--- config.mk ---
export PLATFORM = sky130hd
export DESIGN_NAME = charge_bar_display_port
export DESIGN_NICKNAME = d
export VERILOG_FILES = /design/src/hw/charge_bar_pkg.sv /design/src/hw/charge_bar_display_port.sv
export SDC_FILE = /design/constraint.sdc
export NUM_CORES = 1
export LEC_CHECK = 0
export ABC_AREA = 0
export BUFFER_PORTS_ARGS = -buffer_cell sky130_fd_sc_hd__buf_2
export CAP_MARGIN = 20
export CORE_MARGIN = 1
export CORE_UTILIZATION = 26
export DETAILED_ROUTE_END_ITERATION = 8
export RECOVER_POWER = 100
export SLEW_MARGIN = 5
export SYNTH_ARGS = -nofsm -noshare
export SYNTH_HDL_FRONTEND = slang
export SYNTH_SLANG_ARGS = --single-unit
--- constraint.sdc ---
create_clock -name clock -period 5.2 [get_ports clock]
set_input_delay 0.52 -clock clock [delete_from_list [all_inputs] [get_ports clock]]
set_output_delay 0.52 -clock clock [all_outputs]
set_load 0.01 [all_outputs]
--- src/hw/charge_bar_pkg.sv ---
// Constants shared by the charge bar display port.
package charge_bar_pkg;
  localparam int unsigned CLOCK_HZ = 25000000;
  localparam int unsigned DISPLAY_TIME_MS = 4000;
  localparam int unsigned DEBOUNCE_TIME_MS = 250;
  localparam int unsigned BLINK_HALF_MS = 500;
  localparam int unsigned DISPLAY_CYCLES = CLOCK_HZ / 1000 * DISPLAY_TIME_MS;
  localparam int unsigned DEBOUNCE_CYCLES =
    CLOCK_HZ / 1000 * DEBOUNCE_TIME_MS;
  localparam int unsigned BLINK_CYCLES = CLOCK_HZ / 1000 * BLINK_HALF_MS;
  localparam int unsigned SEGMENTS = 5;
  localparam logic [7:0] STEP_FIVE = 8'h14;
  localparam logic [7:0] STEP_FOUR = 8'h19;
  localparam logic [7:0] FULL_PERCENT = 8'h64;
  localparam logic REQUEST_RESET_LEVEL = 1'b1;
  typedef enum logic [1:0] {
    ST_IDLE = 2'b01,
    ST_SHOW = 2'b10
  } display_state_t;
endpackage

--- src/hw/charge_bar_display_port.sv ---
// Charge bar display port: debounced request, timed display, bar and blink.
//
// Function
// - Show four or five segments, picked by one configuration bit.
// - One configuration bit picks absolute or relative display mode.
// - Relative uses full charge capacity; absolute uses design capacity.
// - Relative mode scales by relative percent, 20% or 25% per segment.
// - Absolute mode scales by absolute percent with equal weighting.
// - Five segments: thresholds 20, 40, 60, 80 percent add segments.
// - Four segments: thresholds 25, 50, 75 percent add segments.
// - With four segments, fifth output shows capacity at least 100%.
// - Falling edge on request turns display on for four seconds.
// - Timer expiry turns display off even if request held low.
// - Redisplay needs return high then new fall after expiry.
// - Request level accepted only after 250 ms stable.
// - End-of-discharge flag keeps every segment off.
// - Segments stay off during charge counter calibration; display_active still follows the timer.
// - Display should be off before low-power storage entry.
// - Lit segments blink while remaining capacity below alarm level.
`timescale 1ns/100ps
module charge_bar_display_port
  import charge_bar_pkg::*;
#(
  parameter int unsigned DISPLAY_COUNT = charge_bar_pkg::DISPLAY_CYCLES,
  parameter int unsigned DEBOUNCE_COUNT = charge_bar_pkg::DEBOUNCE_CYCLES,
  parameter int unsigned BLINK_COUNT = charge_bar_pkg::BLINK_CYCLES,
  parameter int unsigned CAP_WIDTH = 16
) (
  input wire logic clock,
  input wire logic rst,
  input wire logic display_request_input,
  input wire logic segment_count_select,
  input wire logic display_reference_select,
  input wire logic [7:0] relative_charge_percent,
  input wire logic [7:0] absolute_charge_percent,
  input wire logic [CAP_WIDTH-1:0] remaining_capacity,
  input wire logic [CAP_WIDTH-1:0] capacity_alarm_level,
  input wire logic end_of_discharge_flag,
  input wire logic calibration_active,
  input wire logic storage_entry_pending,
  output logic [charge_bar_pkg::SEGMENTS-1:0] segment_out,
  output logic display_active
);
  import charge_bar_pkg::*;

  logic request_level;
  logic next_request_level;
  logic [31:0] stable_count;
  logic [31:0] next_stable_count;

  display_state_t state;
  display_state_t next_state;
  logic [31:0] show_count;
  logic [31:0] next_show_count;

  logic [31:0] blink_count;
  logic [31:0] next_blink_count;
  logic blink_phase;
  logic next_blink_phase;

  logic [SEGMENTS-1:0] next_segment_out;

  logic [7:0] percent;
  logic [SEGMENTS-1:0] bar;
  logic low_capacity;
  logic blank;
  logic fall_seen;

  // Turns a percent into the lit pattern for the chosen segment count.
  function automatic logic [SEGMENTS-1:0] bar_of(input logic [7:0] pct,
                                                 input logic four);
    logic [SEGMENTS-1:0] b;
    logic [7:0] step;
    b = '0;
    step = four ? STEP_FOUR : STEP_FIVE;
    b[0] = 1'b1;
    for (int i = 1; i < SEGMENTS; i++) begin
      if (!(four && i == SEGMENTS - 1)) begin
        b[i] = pct >= 8'(i * step);
      end
    end
    if (four) begin
      b[SEGMENTS-1] = pct >= FULL_PERCENT;
    end
    return b;
  endfunction

  // Debouncer: a new level is taken only after a full stable count.
  always_comb begin
    next_request_level = request_level;
    next_stable_count = 32'h0;
    // Any return to the taken level restarts the count from zero.
    if (display_request_input != request_level) begin
      next_stable_count = stable_count + 32'h1;
      if (stable_count + 32'h1 >= DEBOUNCE_COUNT) begin
        next_request_level = display_request_input;
        next_stable_count = 32'h0;
      end
    end
  end

  // Debouncer registers; the taken level starts high.
  always_ff @(posedge clock) begin
    if (rst) begin
      request_level <= REQUEST_RESET_LEVEL;
      stable_count <= 32'h0;
    end else begin
      request_level <= next_request_level;
      stable_count <= next_stable_count;
    end
  end

  // A fall is a taken change from high to low.
  assign fall_seen = request_level && !next_request_level;
  assign blank = end_of_discharge_flag || calibration_active ||
                 storage_entry_pending;

  // Display timer: idle until a taken fall, then a fixed period.
  always_comb begin
    next_state = state;
    next_show_count = show_count;
    case (state)
      ST_IDLE: begin
        // No display may start while storage entry is pending.
        if (fall_seen && !storage_entry_pending) begin
          next_state = ST_SHOW;
          next_show_count = 32'h0;
        end
      end
      ST_SHOW: begin
        // Falls while showing are ignored, not queued.
        next_show_count = show_count + 32'h1;
        if (show_count + 32'h1 >= DISPLAY_COUNT || storage_entry_pending) begin
          next_state = ST_IDLE;
        end
      end
      default: begin
        next_state = ST_IDLE;
      end
    endcase
  end

  // Display timer registers.
  always_ff @(posedge clock) begin
    if (rst) begin
      state <= ST_IDLE;
      show_count <= 32'h0;
    end else begin
      state <= next_state;
      show_count <= next_show_count;
    end
  end

  // Low capacity is remaining capacity below the alarm level.
  assign low_capacity = remaining_capacity < capacity_alarm_level;

  // Blink divider: the phase starts lit and toggles each half period.
  always_comb begin
    next_blink_count = 32'h0;
    next_blink_phase = 1'b1;
    // The phase only runs while a low-capacity display is showing.
    if (low_capacity && state == ST_SHOW) begin
      next_blink_phase = blink_phase;
      next_blink_count = blink_count + 32'h1;
      if (blink_count + 32'h1 >= BLINK_COUNT) begin
        next_blink_count = 32'h0;
        next_blink_phase = !blink_phase;
      end
    end
  end

  // Blink divider registers.
  always_ff @(posedge clock) begin
    if (rst) begin
      blink_count <= 32'h0;
      blink_phase <= 1'b1;
    end else begin
      blink_count <= next_blink_count;
      blink_phase <= next_blink_phase;
    end
  end

  // Relative percent is against full charge, absolute against design.
  assign percent = display_reference_select ? absolute_charge_percent
                                            : relative_charge_percent;
  assign bar = bar_of(percent, segment_count_select);

  // Segments follow the bar only while showing and not blanked.
  always_comb begin
    next_segment_out = '0;
    case (state)
      ST_SHOW: begin
        if (!blank && blink_phase) begin
          next_segment_out = bar;
        end
      end
      ST_IDLE: begin
        next_segment_out = '0;
      end
      default: begin
        next_segment_out = '0;
      end
    endcase
    if (end_of_discharge_flag || calibration_active) begin
      next_segment_out = '0;
    end
  end

  // Segment output register.
  always_ff @(posedge clock) begin
    if (rst) begin
      segment_out <= '0;
    end else begin
      segment_out <= next_segment_out;
    end
  end

  // The display period is the showing state.
  assign display_active = (state == ST_SHOW);
endmodule

Word-level counts from Yosys, hierarchy flattened
Index checks and enable logic that the tools add are counted.
{ "word_totals": {"elab_cells": 60, "ff_bits": 105, "in_bits": 56} }
{ "classes": {"order_cmp": 9, "reduce_logical": 19, "addsub": 3, "n_eq_ne": 5, "n_bitwise": 4, "n_mul": 1, "mux": 11} }
{ "ops": {"columns": ["op", "count"], "rows": [
  ["$add 32x1->32 const B", 3],
  ["$pmux 32 s2", 1],
  ["$ge 32x23->1 const B", 1],
  ["$ge 32x24->1 const B", 1],
  ["$ge 32x27->1 const B", 1],
  ["$mux 32", 1],
  ["$ge 8x7->1", 2],
  ["$lt 16x16->1", 1],
  ["$reduce_or 3->1", 3],
  ["$ge 8x5->1", 1],
  ["$ge 8x6->1", 1],
  ["$ge 8x7->1 const B", 1],
  ["$mux 8", 1],
  ["$mul 2x5->7 const A", 1],
  ["$logic_and 1x1->1", 4],
  ["$logic_not 1->1", 4],
  ["$mux 1", 4],
  ["$mux 2", 2],
  ["$mux 4", 1],
  ["$not 1->1", 4],
  ["$pmux 2 s2", 1],
  ["$reduce_and 2->1", 2],
  ["$reduce_or 4->1", 1],
  ["$logic_or 1x1->1", 3],
  ["7 further kinds", 7]
]} }

Logic depth before layout (Yosys ltp)
Gate-level depths: netlist (run 1).
{ "depth": {"depth_word": 9, "mapped_depth": 12, "depth_no_buf": 10} }

Worst setup path before layout (run 1)
No wires, ideal clock.
{ "synth_path": {"path_type": "register to register", "from": "register blink_count[0]", "to": "register blink_count[9]", "t_arrival_ps": 2492, "stages_incl_launch_ff": 12, "period_less_slack_ps": 2556, "required_ps": 5136, "setup_ps": 64, "slack_ps": 2644, "cell_sequence": "dfxtp_1 > ha_1 > and2_1 > clkbuf_1 > nand3_1 > nor4_1 > mux2i_1 > a32oi_1 > a31oi_1 > nand3_1 > buf_2 > nor2_1"} }
{ "synth_between": {"elab_chain_len": 3} }
{ "synth_rtl": {"columns": ["item", "line_no", "rtl"], "rows": [
  ["from (decl)", "charge_bar_display_port.sv:56", "logic [31:0] blink_count;"],
  ["from (signal assigned)", "charge_bar_display_port.sv:178", "blink_count <= next_blink_count;"],
  ["$add 32x1->32 (*)", "charge_bar_display_port.sv:164, charge_bar_display_port.sv:165", null],
  ["$ge 32x24->1", "charge_bar_display_port.sv:165", "if (blink_count + 32'h1 >= BLINK_COUNT) begin"],
  ["$reduce_or 3->1 (no source line)", null, null]
]} }
Every way passes the cells marked *; elsewhere a longest branch is shown, timed or not.
A chain may end at the register's enable or synchronous reset.

Final worst setup path (run 1)
{ "layout_path": {"from": "register stable_count[0]", "to": "register show_count[10]"} }
{ "layout_between": {"elab_chain_len": 9} }
{ "layout_rtl": {"columns": ["item", "line_no", "rtl"], "rows": [
  ["from (decl)", "charge_bar_display_port.sv:48", "logic [31:0] stable_count;"],
  ["from (signal assigned)", "charge_bar_display_port.sv:109", "stable_count <= next_stable_count;"],
  ["$add 32x1->32", "charge_bar_display_port.sv:95", "if (stable_count + 32'h1 >= DEBOUNCE_COUNT) begin"],
  ["$ge 32x23->1", "charge_bar_display_port.sv:95", null],
  ["$mux 1", "charge_bar_display_port.sv:95", null],
  ["$mux 1", "charge_bar_display_port.sv:93", "if (display_request_input != request_level) begin"],
  ["$logic_not 1->1", "charge_bar_display_port.sv:114", "assign fall_seen = request_level && !next_request_level;"],
  ["$logic_and 1x1->1", "charge_bar_display_port.sv:114", null],
  ["$logic_and 1x1->1", "charge_bar_display_port.sv:125", "if (fall_seen && !storage_entry_pending) begin"],
  ["$ne 2x2->1 (no source line)", null, null],
  ["$reduce_and 2->1 (no source line)", null, null],
  ["to (signal assigned)", "charge_bar_display_port.sv:150", "show_count <= next_show_count;"],
  ["to (decl)", "charge_bar_display_port.sv:53", "logic [31:0] show_count;"]
]} }
No other way between the ends.

==> out/qor.log, run 1 <==
[outcome] run status finished, violations left
[outcome] failing checks capacitance limit, slew limit
[synthesis] register bit total from synthesis 105
[pwr] total internal power 1.242 mW
[die] floorplan core area 24600 sq um
[min_path] worst min-delay path category reg -> reg
[die] Top-Level Pins 62
[sta] final-layout worst hold slack 0.4781 ns
[detailed_routing] count of unresolved DRC violations after routing 0
[clock_tree] Root Driver sky130_fd_sc_hd__clkbuf_16
[critical_path] critical path class reg -> reg
[synthesis] top area cells in the synthesized netlist sky130_fd_sc_hd__dfxtp_1 (32%), sky130_fd_sc_hd__ha_1 (6.5%), sky130_fd_sc_hd__xnor2_1 (6.1%)
[clock_tree] clock-pin slew on the worst setup and hold paths 0.07 ns
[sta] fin. max-slew vios 38
[critical_path] crit path max fanout 17
[synthesis] predominant post-synthesis flop cell sky130_fd_sc_hd__dfxtp_1
[critical_path] r2r setup slk 1.25 ns
[sta] maximum clock rate 0.2531 GHz
[synthesis] top cell types by occurrence after synthesis sky130_fd_sc_hd__dfxtp_1 (105), sky130_fd_sc_hd__nor2_1 (90), sky130_fd_sc_hd__inv_1 (61)
[min_path] launch point of the worst hold path show_count[25]
[detailed_routing] final routed wirelength across all metal layers 15090 um
[clock_tree] TritonCTS clock tree built
[detailed_routing] detailed route wirelength on metal3 697 um
[synthesis] mean area per synthesized cell 7.964 sq um
[pwr] power share of the sequential group 50.4%
[min_path] Cells on Worst Hold Path 2
[pwr] Switch Pwr 382.1 uW
[sta] worst slew pin tran 1.638 ns
[clock_tree] cells resized by post-CTS repair 0
[synthesis] most common cell in the synthesized netlist sky130_fd_sc_hd__dfxtp_1
[final_layout] Antenna Cells 0
[sta] setup-violating endpoint count in the final report 0
[critical_path] required time of the critical path 5.46 ns
[global_routing] leftover overflow at the end of global routing 0
[final_layout] growth of design area from synthesis to finish 13.45%
[detailed_routing] Initial DRC Count 446
[synthesis] number of synthesized flops with an enable pin 0
[sta] time the final worst path needs with I/O delays and setup 3.950 ns
[clock_tree] Sink Count 105
[clock_tree] # Post-CTS Setup Buffers 0
[global_routing] combined global-route utilization of all metal layers 11.96%
[detailed_routing] met2 wire length 6598 um
[synthesis] Synth async-reset ratio 0%
[die] chip height 161.3 um
[min_path] Hold Path Sink show_count[25]
[clock_tree] CTS H-tree depth 3
[pwr] Cell Pwr Density 217.1 nW/um^2
[global_routing] via count of the first global-routing pass 5469
[sta] total negative slack for setup checks 0 ns
[synthesis] synthesized instance count 828
[die] initial core utilization 26.80%
[job] total of max-cap violations 1
[critical_path] crit start category flop
[clock_tree] post-cts hold buffer count 0
[critical_path] arrival time at the worst endpoint 4.21 ns
[synthesis] distinct cell type count of the synthesized netlist 70
[placement] Final GP Congestion 0.8648
[clock_tree] cts bufs inserted 9
[synthesis] share of synthesized area occupied by flip-flops and latches 31.88%
[synthesis] Yosys top cell area share 31.88%
[detailed_routing] routed wirelength normalized by instance count 12.49 um
[synthesis] area of the mapped netlist 6594 sq um
[global_routing] antenna violations before repair 0
[critical_path] endpoint of the lowest-slack register-to-register path show_count[10]
[sta] Relative slew margins -9.168%
[critical_path] element type at the critical path end flop
[detailed_routing] top layer used by detailed routing met4
[critical_path] worst reg2reg startpoint stable_count[0]
[sta] worst setup skew after layout 0.007063 ns
[sta] unrepaired setup endpoints after global routing no
[pwr] combinational group share of total power 6.7%
[pwr] worst voltage drop across the vdd grid 0.1246 mV
[critical_path] cells on worst reg2reg path 10
[detailed_routing] routed via count divided by cell count 4.945
[detailed_routing] via count 5973
[synthesis] library cell occupying the most area in the post-synthesis netlist sky130_fd_sc_hd__dfxtp_1
[die] number of rows in the core area 57
[global_routing] largest net degree at the start of global routing 38
[clock_tree] clock latency on the worst-skew pair 0.36 ns
[sta] Final Hold Viols 0
[detailed_routing] wire length on met1 7512 um
[clock_tree] maximum count of clock buffers along a single path 2
[die] Horiz. Die Dim 161.3 um
[detailed_routing] number of search-and-repair iterations in the first detailed-routing pass 4
[global_routing] wire length of the first global-routing pass 25890 um
[placement] sum of net half-perimeters after detailed placement 10980 um
[detailed_routing] post-route ant nets 0
[final_layout] nets@finish 969
[placement] count of buffers inserted at the top-level ports 61
[pwr] switching portion of total power 23.53%
[pwr] leakage power 2.711 nW
[final_layout] fraction of final layout cells sized beyond drive strength 1 9.842%
[die] area enclosed by the die boundary 26000 sq um
[pwr] power share of the clock group 42.9%
[synthesis] Synth Warn # 0
[sta] final clock period utilization by the worst path 75.97%
[state kept, by name, indices dropped and copies added (netlist names)]
| signal | count |
|---|---|
| stable_count | 32 |
| segment_out | 5 |
| blink_phase | 1 |
| request_level | 1 |
| state | 2 |
| show_count | 32 |
| blink_count | 32 |
[cell type report]
class / instances / area (sq um)
fillers: 2621 / 17120
multi-input cells: 639 / 4141
flip-flops and latches: 105 / 2102
well taps: 324 / 405.4
repair buffers: 63 / 305.3
clock buffers: 11 / 232.7
inverters: 61 / 229.0
clock inverters: 5 / 65.06
[power by group through the flow]
stage	registers (mW)	clock network (mW)	logic (mW)
2_1_floorplan	0.835	0	0.0706
3_3_place_gp	0.837	0	0.108
3_5_place_dp	0.837	0	0.110
4_1_cts	0.818	0.726	0.110
5_1_grt	0.819	0.749	0.127
6_report	0.818	0.697	0.108
[layer usage]
layer / vias up / global-route usage (%)
li1: 3079 / -
met1: 2734 / 15.92
met2: 139 / 18.93
met3: 21 / 2.568
met4: 0 / 4.374
met5: - / 0
[worst max-delay path, stage by stage (launching register included)]
cell and delay, ns:
sky130_fd_sc_hd__dfxtp_1 0.42, sky130_fd_sc_hd__ha_1 0.26, sky130_fd_sc_hd__nand4_1 0.19, sky130_fd_sc_hd__nor3_1 0.58
sky130_fd_sc_hd__o2111ai_1 0.22, sky130_fd_sc_hd__a22oi_1 0.21, sky130_fd_sc_hd__nand4_1 0.12, sky130_fd_sc_hd__a21oi_1 0.76
sky130_fd_sc_hd__o21ai_2 0.37, sky130_fd_sc_hd__clkbuf_1 0.44, sky130_fd_sc_hd__o22ai_1 0.27
[metrics by stage]
step / utilization (%) / instances / setup slack (ns) / cell area (sq um) / power [mW]
after floorplan: - / 844 / 2.644 / 6654 / 0.9061
final: 30.40 / 1208 / 1.250 / 7481 / 1.624
after detailed placement: 29.30 / 1192 / 1.814 / 7209 / 0.9469
after global placement: 29.30 / 1192 / 1.920 / 7209 / 0.9451
after global routing: 30.40 / 1208 / 0.7607 / 7481 / 1.696
after CTS: 30.51 / 1208 / 1.783 / 7507 / 1.654
[logic make-up (layout without fill, tap and decap cells)]
group / count (synthesis) / in the layout / synth area share (%)
AND/OR/NAND/NOR: 338 / 338 / 27.34
buffers and inverters: 100 / 140 / 6.110
flip-flops: 105 / 105 / 31.88
AO/OA/AOI/OAI: 173 / 173 / 17.59
multiplexers: 14 / 14 / 2.201
other: 1 / 17 / 0.05687
adder cells (fa/ha/maj): 34 / 34 / 6.452
XOR/XNOR: 63 / 63 / 8.368
[worst max path at each step]
stage / cells after the start / startpoint / end
floorplan: 11 / blink_count[0] / blink_count[9]
global placement: 9 / stable_count[2] / show_count[8]
detailed placement: 9 / blink_count[0] / blink_count[13]
CTS: 9 / blink_count[0] / blink_count[13]
global route: 10 / stable_count[0] / show_count[10]
finish: 10 / stable_count[0] / show_count[10]
[layout by cell type, fill, tap and decap left out, types with 4 or more instances in the layout]
cell type / instances
sky130_fd_sc_hd__and4_1: 9
sky130_fd_sc_hd__o211a_1: 4
sky130_fd_sc_hd__mux2i_1: 10
sky130_fd_sc_hd__a211oi_1: 5
sky130_fd_sc_hd__nor3_1: 29
sky130_fd_sc_hd__o211ai_1: 12
sky130_fd_sc_hd__nand4_1: 25
sky130_fd_sc_hd__or4_1: 5
sky130_fd_sc_hd__o21ai_0: 29
sky130_fd_sc_hd__o22ai_1: 11
sky130_fd_sc_hd__nand2_1: 44
sky130_fd_sc_hd__or2_2: 4
sky130_fd_sc_hd__a21o_1: 7
sky130_fd_sc_hd__clkbuf_16: 9
sky130_fd_sc_hd__o21a_1: 7
sky130_fd_sc_hd__nand2b_1: 4
sky130_fd_sc_hd__nor4_1: 18
sky130_fd_sc_hd__conb_1: 17
sky130_fd_sc_hd__and2_1: 9
sky130_fd_sc_hd__a311oi_1: 4
sky130_fd_sc_hd__xor2_1: 17
sky130_fd_sc_hd__nand3_1: 47
sky130_fd_sc_hd__and3_1: 25
sky130_fd_sc_hd__a31oi_1: 21
sky130_fd_sc_hd__xnor2_1: 46
sky130_fd_sc_hd__o31ai_1: 5
sky130_fd_sc_hd__nor2_1: 90
sky130_fd_sc_hd__dfxtp_1: 105
sky130_fd_sc_hd__clkbuf_1: 10
sky130_fd_sc_hd__buf_2: 55
sky130_fd_sc_hd__or3_1: 7
sky130_fd_sc_hd__ha_1: 34
sky130_fd_sc_hd__a21oi_1: 34
sky130_fd_sc_hd__inv_1: 61
sky130_fd_sc_hd__nand4b_1: 4
sky130_fd_sc_hd__mux2_2: 4
No activity file was read; power rests on OpenSTA's default activity.
==> run 2, diff against run 1 <==
==> constraint.sdc (replaced) <==
create_clock -name clock -period 3.93 [get_ports clock]
set_input_delay 0.393 -clock clock [delete_from_list [all_inputs] [get_ports clock]]
set_output_delay 0.393 -clock clock [all_outputs]
set_load 0.01 [all_outputs]
==> run 2 against run 1 <==
The run still ends with capacitance limit, slew limit left. Sequential power up 32%. Via count down 0.23%. Routed wire length down 1.2%. Critical path depth decreased by 2. Register-to-register slack got worse by 0.66 ns. Critical path type unchanged.
==> out/qor.log, run 2 (same netlist as run 1, synthesis figures left out) <==
[clock_tree] maximum count of clock buffers along a single path 2
[critical_path] endpoint of the lowest-slack register-to-register path state[0]
[clock_tree] clock-pin slew on the worst setup and hold paths 0.07 ns
[die] area enclosed by the die boundary 26000 sq um
[outcome] run status finished, violations left
[critical_path] cells on worst reg2reg path 8
[pwr] leakage power 2.754 nW
[job] total of max-cap violations 1
[sta] final clock period utilization by the worst path 84.89%
[pwr] worst voltage drop across the vdd grid 0.1660 mV
[clock_tree] # Post-CTS Setup Buffers 0
[critical_path] arrival time at the worst endpoint 3.56 ns
[placement] Final GP Congestion 0.8372
[critical_path] ordered list of cells on the worst path nand4_1 -> nor4_1 -> and3_1 -> nand2_1 -> nor3_1 -> nand3_1 -> a211oi_1 -> a2bb2oi_1
[sta] final-layout worst hold slack 0.3632 ns
[min_path] Cells on Worst Hold Path 3
[clock_tree] Sink Count 105
[pwr] Cell Pwr Density 292.5 nW/um^2
[final_layout] Fill cells 2619
[sta] fin. max-slew vios 38
[critical_path] worst reg2reg startpoint show_count[8]
[final_layout] fraction of final layout cells sized beyond drive strength 1 10.24%
[min_path] Hold Path Sink request_level
[critical_path] r2r setup slk 0.59 ns
[critical_path] crit start category flop
[clock_tree] cells resized by post-CTS repair 0
[critical_path] worst-path cell with the longest stage delay sky130_fd_sc_hd__nor4_1
[die] Top-Level Pins 62
[detailed_routing] post-route ant nets 0
[detailed_routing] final routed wirelength across all metal layers 14910 um
[clock_tree] TritonCTS clock tree built
[outcome] failing checks capacitance limit, slew limit
[global_routing] leftover overflow at the end of global routing 0
[global_routing] wire length of the first global-routing pass 25470 um
[die] Horiz. Die Dim 161.3 um
[sta] Final Hold Viols 0
[global_routing] largest net degree at the start of global routing 38
[final_layout] registers with the most flip-flops blink_count (32), show_count (32), stable_count (32)
[sta] unrepaired setup endpoints after global routing no
[sta] setup-violating endpoint count in the final report 0
[final_layout] sequential cell area in the final layout 2102 sq um
[die] chip height 161.3 um
[detailed_routing] Initial DRC Count 462
[critical_path] crit path max fanout 12
[detailed_routing] via count 5959
[clock_tree] CTS H-tree depth 3
[final_layout] Multi-input gate area 4143 sq um
[global_routing] via count of the first global-routing pass 5350
[placement] sum of net half-perimeters after detailed placement 10920 um
[critical_path] longest individual stage delay on the worst path 0.80 ns
[final_layout] final instance count without filler cells 1213
[critical_path] element type at the critical path end flop
[sta] worst slew pin tran 1.700 ns
[placement] placed cells 1196
[sta] worst setup skew after layout 0.009582 ns
[clock_tree] cts bufs inserted 9
[critical_path] required time of the critical path 4.16 ns
[sta] Relative slew margins -13.34%
[clock_tree] clock latency on the worst-skew pair 0.36 ns
[placement] count of buffers inserted at the top-level ports 61
[global_routing] antenna violations before repair 0
[final_layout] top library cells by usage in the layout, fill and taps aside sky130_fd_sc_hd__dfxtp_1 (105), sky130_fd_sc_hd__nor2_1 (90), sky130_fd_sc_hd__inv_1 (61)
[global_routing] combined global-route utilization of all metal layers 11.80%
[sta] total negative slack for setup checks 0 ns
[clock_tree] post-cts hold buffer count 0
[final_layout] Antenna Cells 0
[detailed_routing] count of unresolved DRC violations after routing 0
[final_layout] growth of design area from synthesis to finish 14.17%
[final_layout] nets@finish 974
[final_layout] commonest non-fill, non-tap cell in the layout sky130_fd_sc_hd__dfxtp_1
[detailed_routing] routed via count divided by cell count 4.913
[critical_path] critical path class reg -> reg
[min_path] worst min-delay path category in -> reg
[sta] maximum clock rate 0.2998 GHz
[die] floorplan core area 24600 sq um
[min_path] launch point of the worst hold path display_request_input
[die] number of rows in the core area 57
[clock_tree] Root Driver sky130_fd_sc_hd__clkbuf_16
[detailed_routing] number of search-and-repair iterations in the first detailed-routing pass 4
[sta] time the final worst path needs with I/O delays and setup 3.336 ns
[detailed_routing] routed wirelength normalized by instance count 12.29 um
[die] initial core utilization 26.80%
## run 2: area by class of cell
class,count,share of cell area (%)
clock inverter,6,1.197
tap,324,5.385
multi-input combinational,639,55.03
timing repair buffer,68,4.388
inverter,61,3.041
clock buffer,10,3.041
sequential,105,27.92
## run 2: power breakdown
| group | total (mW) | internal [mW] | leakage, nW | switching, mW |
|---|---|---|---|---|
| sequential | 1.08 | 1.07 | 0.852 | 0.00845 |
| clock | 0.975 | 0.561 | 0.153 | 0.415 |
| combinational | 0.144 | 0.0692 | 1.75 | 0.0747 |
| total | 2.20 | 1.70 | 2.75 | 0.498 |
## run 2: critical path: cells and delay by family (launching register included)
family,cells,cell delay (ns)
and+or+nand+nor,6,2.16
DFF,1,0.55
AOI/OAI and AO/OA,2,0.50
## run 2: routing by layer
layer  up-vias  share of wire, %  global-route usage (%)  wire length [um]
met5         -                 0                       0                 0
met2       101                43                   18.57              6435
met3        16               3.7                   2.209               545
met1      2742                52                   16.10              7700
met4         0               1.5                   3.945               227
li1       3100                 -                       -                 -
## run 2: worst max-delay path by stage
stage	cells after the start	endpoint	from	slack, ns
floorplan	11	blink_count[9]	blink_count[0]	1.37
global placement	10	blink_count[3]	blink_count[0]	0.94
detailed placement	10	blink_count[6]	blink_count[0]	0.79
CTS	10	blink_count[10]	blink_count[0]	0.77
global route	10	blink_count[7]	blink_count[0]	0.27
finish	8	state[0]	show_count[8]	0.59
## run 2: through the flow
stage | total power, mW | instance area [sq um] | setup WS [ns] | util (%)
2_1_floorplan | 1.199 | 6654 | 1.374 | -
3_3_place_gp | 1.251 | 7239 | 0.9371 | 29.42
3_5_place_dp | 1.253 | 7239 | 0.7869 | 29.42
4_1_cts | 2.233 | 7559 | 0.7656 | 30.72
5_1_grt | 2.308 | 7528 | 0.2656 | 30.60
6_report | 2.202 | 7528 | 0.5940 | 30.60
==> run 3, diff against run 2 <==
==> constraint.sdc (replaced) <==
create_clock -name clock -period 3.4 [get_ports clock]
set_input_delay 0.34 -clock clock [delete_from_list [all_inputs] [get_ports clock]]
set_output_delay 0.34 -clock clock [all_outputs]
set_load 0.01 [all_outputs]
==> run 3 against run 2 <==
The flow still finishes with violations (capacitance limit, slew limit). Design area about the same. Die area is the same. Clock-buffer cell count unchanged. Combinational power grew 16%. Critical path type unchanged. Largest power group unchanged. Highest routed layer unchanged.
==> out/qor.log, run 3 (same netlist as run 1, synthesis figures left out) <==
[outcome] run status finished, violations left
[outcome] failing checks capacitance limit, slew limit
[sta] Final Hold Viols 0
[final_layout] registers with the most flip-flops blink_count (32), show_count (32), stable_count (32)
[global_routing] via count of the first global-routing pass 5476
[global_routing] largest net degree at the start of global routing 38
[global_routing] antenna violations before repair 0
[final_layout] growth of design area from synthesis to finish 14.14%
[clock_tree] clock-pin slew on the worst setup and hold paths 0.08 ns
[die] Horiz. Die Dim 161.3 um
[clock_tree] clock latency on the worst-skew pair 0.36 ns
[critical_path] arrival time at the worst endpoint 3.13 ns
[critical_path] crit start category flop
[clock_tree] cells resized by post-CTS repair 0
[sta] maximum clock rate 0.3367 GHz
[pwr] combinational group share of total power 6.8%
[critical_path] element type at the critical path end flop
[placement] sum of net half-perimeters after detailed placement 11160 um
[detailed_routing] routed via count divided by cell count 4.925
[critical_path] WP buf/inv 1
[final_layout] fraction of final layout cells sized beyond drive strength 1 11.00%
[detailed_routing] via count 5984
[detailed_routing] number of search-and-repair iterations in the first detailed-routing pass 5
[pwr] leakage power 2.749 nW
[pwr] worst voltage drop across the vdd grid 0.1803 mV
[global_routing] leftover overflow at the end of global routing 0
[placement] cell area reported after detailed placement 7254 sq um
[die] area enclosed by the die boundary 26000 sq um
[min_path] launch point of the worst hold path display_request_input
[critical_path] startpoint of the most critical setup path stable_count[0]
[placement] minimum setup slack after placement 0.4423 ns
[clock_tree] CTS H-tree depth 3
[die] initial core utilization 26.80%
[pwr] Cell Pwr Density 324.7 nW/um^2
[final_layout] final core utilization 30.59%
[detailed_routing] post-route ant nets 0
[sta] final clock period utilization by the worst path 87.35%
[clock_tree] post-cts hold buffer count 0
[final_layout] commonest non-fill, non-tap cell in the layout sky130_fd_sc_hd__dfxtp_1
[die] number of rows in the core area 57
[final_layout] top library cells by usage in the layout, fill and taps aside sky130_fd_sc_hd__dfxtp_1 (105), sky130_fd_sc_hd__nor2_1 (90), sky130_fd_sc_hd__inv_1 (61)
[detailed_routing] count of unresolved DRC violations after routing 0
[sta] total negative slack for setup checks 0 ns
[sta] unrepaired setup endpoints after global routing no
[sta] setup-violating endpoint count in the final report 0
[final_layout] Antenna Cells 0
[min_path] worst min-delay path category in -> reg
[clock_tree] Root Driver sky130_fd_sc_hd__clkbuf_16
[detailed_routing] routed wirelength normalized by instance count 12.51 um
[critical_path] largest delay contributor family on the critical path compound AO/OA/AOI/OAI gates
[critical_path] longest individual stage delay on the worst path 0.44 ns
[clock_tree] maximum count of clock buffers along a single path 2
[die] Top-Level Pins 62
[clock_tree] TritonCTS clock tree built
[pwr] power share of the sequential group 51.2%
[sta] worst setup skew after layout 0.01235 ns
[sta] fin. max-slew vios 38
[job] total of max-cap violations 1
[pwr] power share of the clock group 42.0%
[critical_path] ordered list of cells on the worst path ha_1 -> and4_1 -> nand4b_1 -> a2111o_1 -> a211o_1 -> nor3_1 -> a21oi_2 -> o21ai_2 -> buf_4 -> o22ai_1
[critical_path] worst-path cell with the longest stage delay sky130_fd_sc_hd__dfxtp_1
[global_routing] combined global-route utilization of all metal layers 11.96%
[critical_path] worst reg2reg startpoint stable_count[0]
[detailed_routing] Initial DRC Count 376
[pwr] switching portion of total power 24.81%
[sta] final-layout worst hold slack 0.3110 ns
[final_layout] nets@finish 976
[sta] min setup slack post-route 0.4301 ns
[sta] time the final worst path needs with I/O delays and setup 2.970 ns
[placement] count of buffers inserted at the top-level ports 61
[critical_path] required time of the critical path 3.56 ns
[critical_path] critical path class reg -> reg
[sta] Relative slew margins -14.17%
[sta] worst slew pin tran 1.713 ns
[pwr] Switch Pwr 606.1 uW
[clock_tree] # Post-CTS Setup Buffers 0
[critical_path] crit path max fanout 17
[final_layout] final standard cell area without fillers 7526 sq um
[clock_tree] Sink Count 105
[placement] Final GP Congestion 0.8549
[global_routing] wire length of the first global-routing pass 25780 um
[die] floorplan core area 24600 sq um
[pwr] total internal power 1.837 mW
[detailed_routing] final routed wirelength across all metal layers 15200 um
[die] chip height 161.3 um
[clock_tree] cts bufs inserted 9
## run 3: worst min-delay path, delay by kind of cell
kind                   cells  cell delay [ns]
AO/OA/AOI/OAI              1             0.10
buffers and inverters      1             0.13
AND/OR/NAND/NOR            1             0.06
## run 3: final cells by class
type | count | area [sq um]
fill | 2614 | 17080
clock inverter | 6 | 56.30
sequential | 105 | 2102
tap | 324 | 405.4
timing repair buffer | 70 | 356.6
multi-input combinational | 639 | 4148
inverter | 61 | 229.0
clock buffer | 10 | 229.0
## run 3: layer usage
layer  track usage (%)  up-vias  wire (um)
met5                 0        -          0
met4             4.245        0        232
met3             2.388       18        779
met2             19.36      174       6790
met1             15.71     2699       7394
li1                  -     3093          -
## run 3: power by group through the flow
stage | Clock (mW) | Sequential, mW | Combinational, mW
floorplan | 0 | 1.28 | 0.108
global placement | 0 | 1.28 | 0.165
detailed placement | 0 | 1.28 | 0.169
CTS | 1.07 | 1.25 | 0.169
global route | 1.12 | 1.25 | 0.195
finish | 1.03 | 1.25 | 0.167
## run 3: final timing paths
path | slack (ns) | to | cells past startpoint
max | 0.43 | show_count[4] | 10
min | 0.31 | request_level | 3
max reg2reg | 0.43 | show_count[4] | 10
min reg2reg | 0.48 | show_count[25] | 2
## run 3: stage by stage
step                      std cells  total power [mW]
final                          1215             2.443
after CTS                      1214             2.486
after global placement         1198             1.446
after floorplan                 844             1.386
after global routing           1215             2.568
after detailed placement       1198             1.449
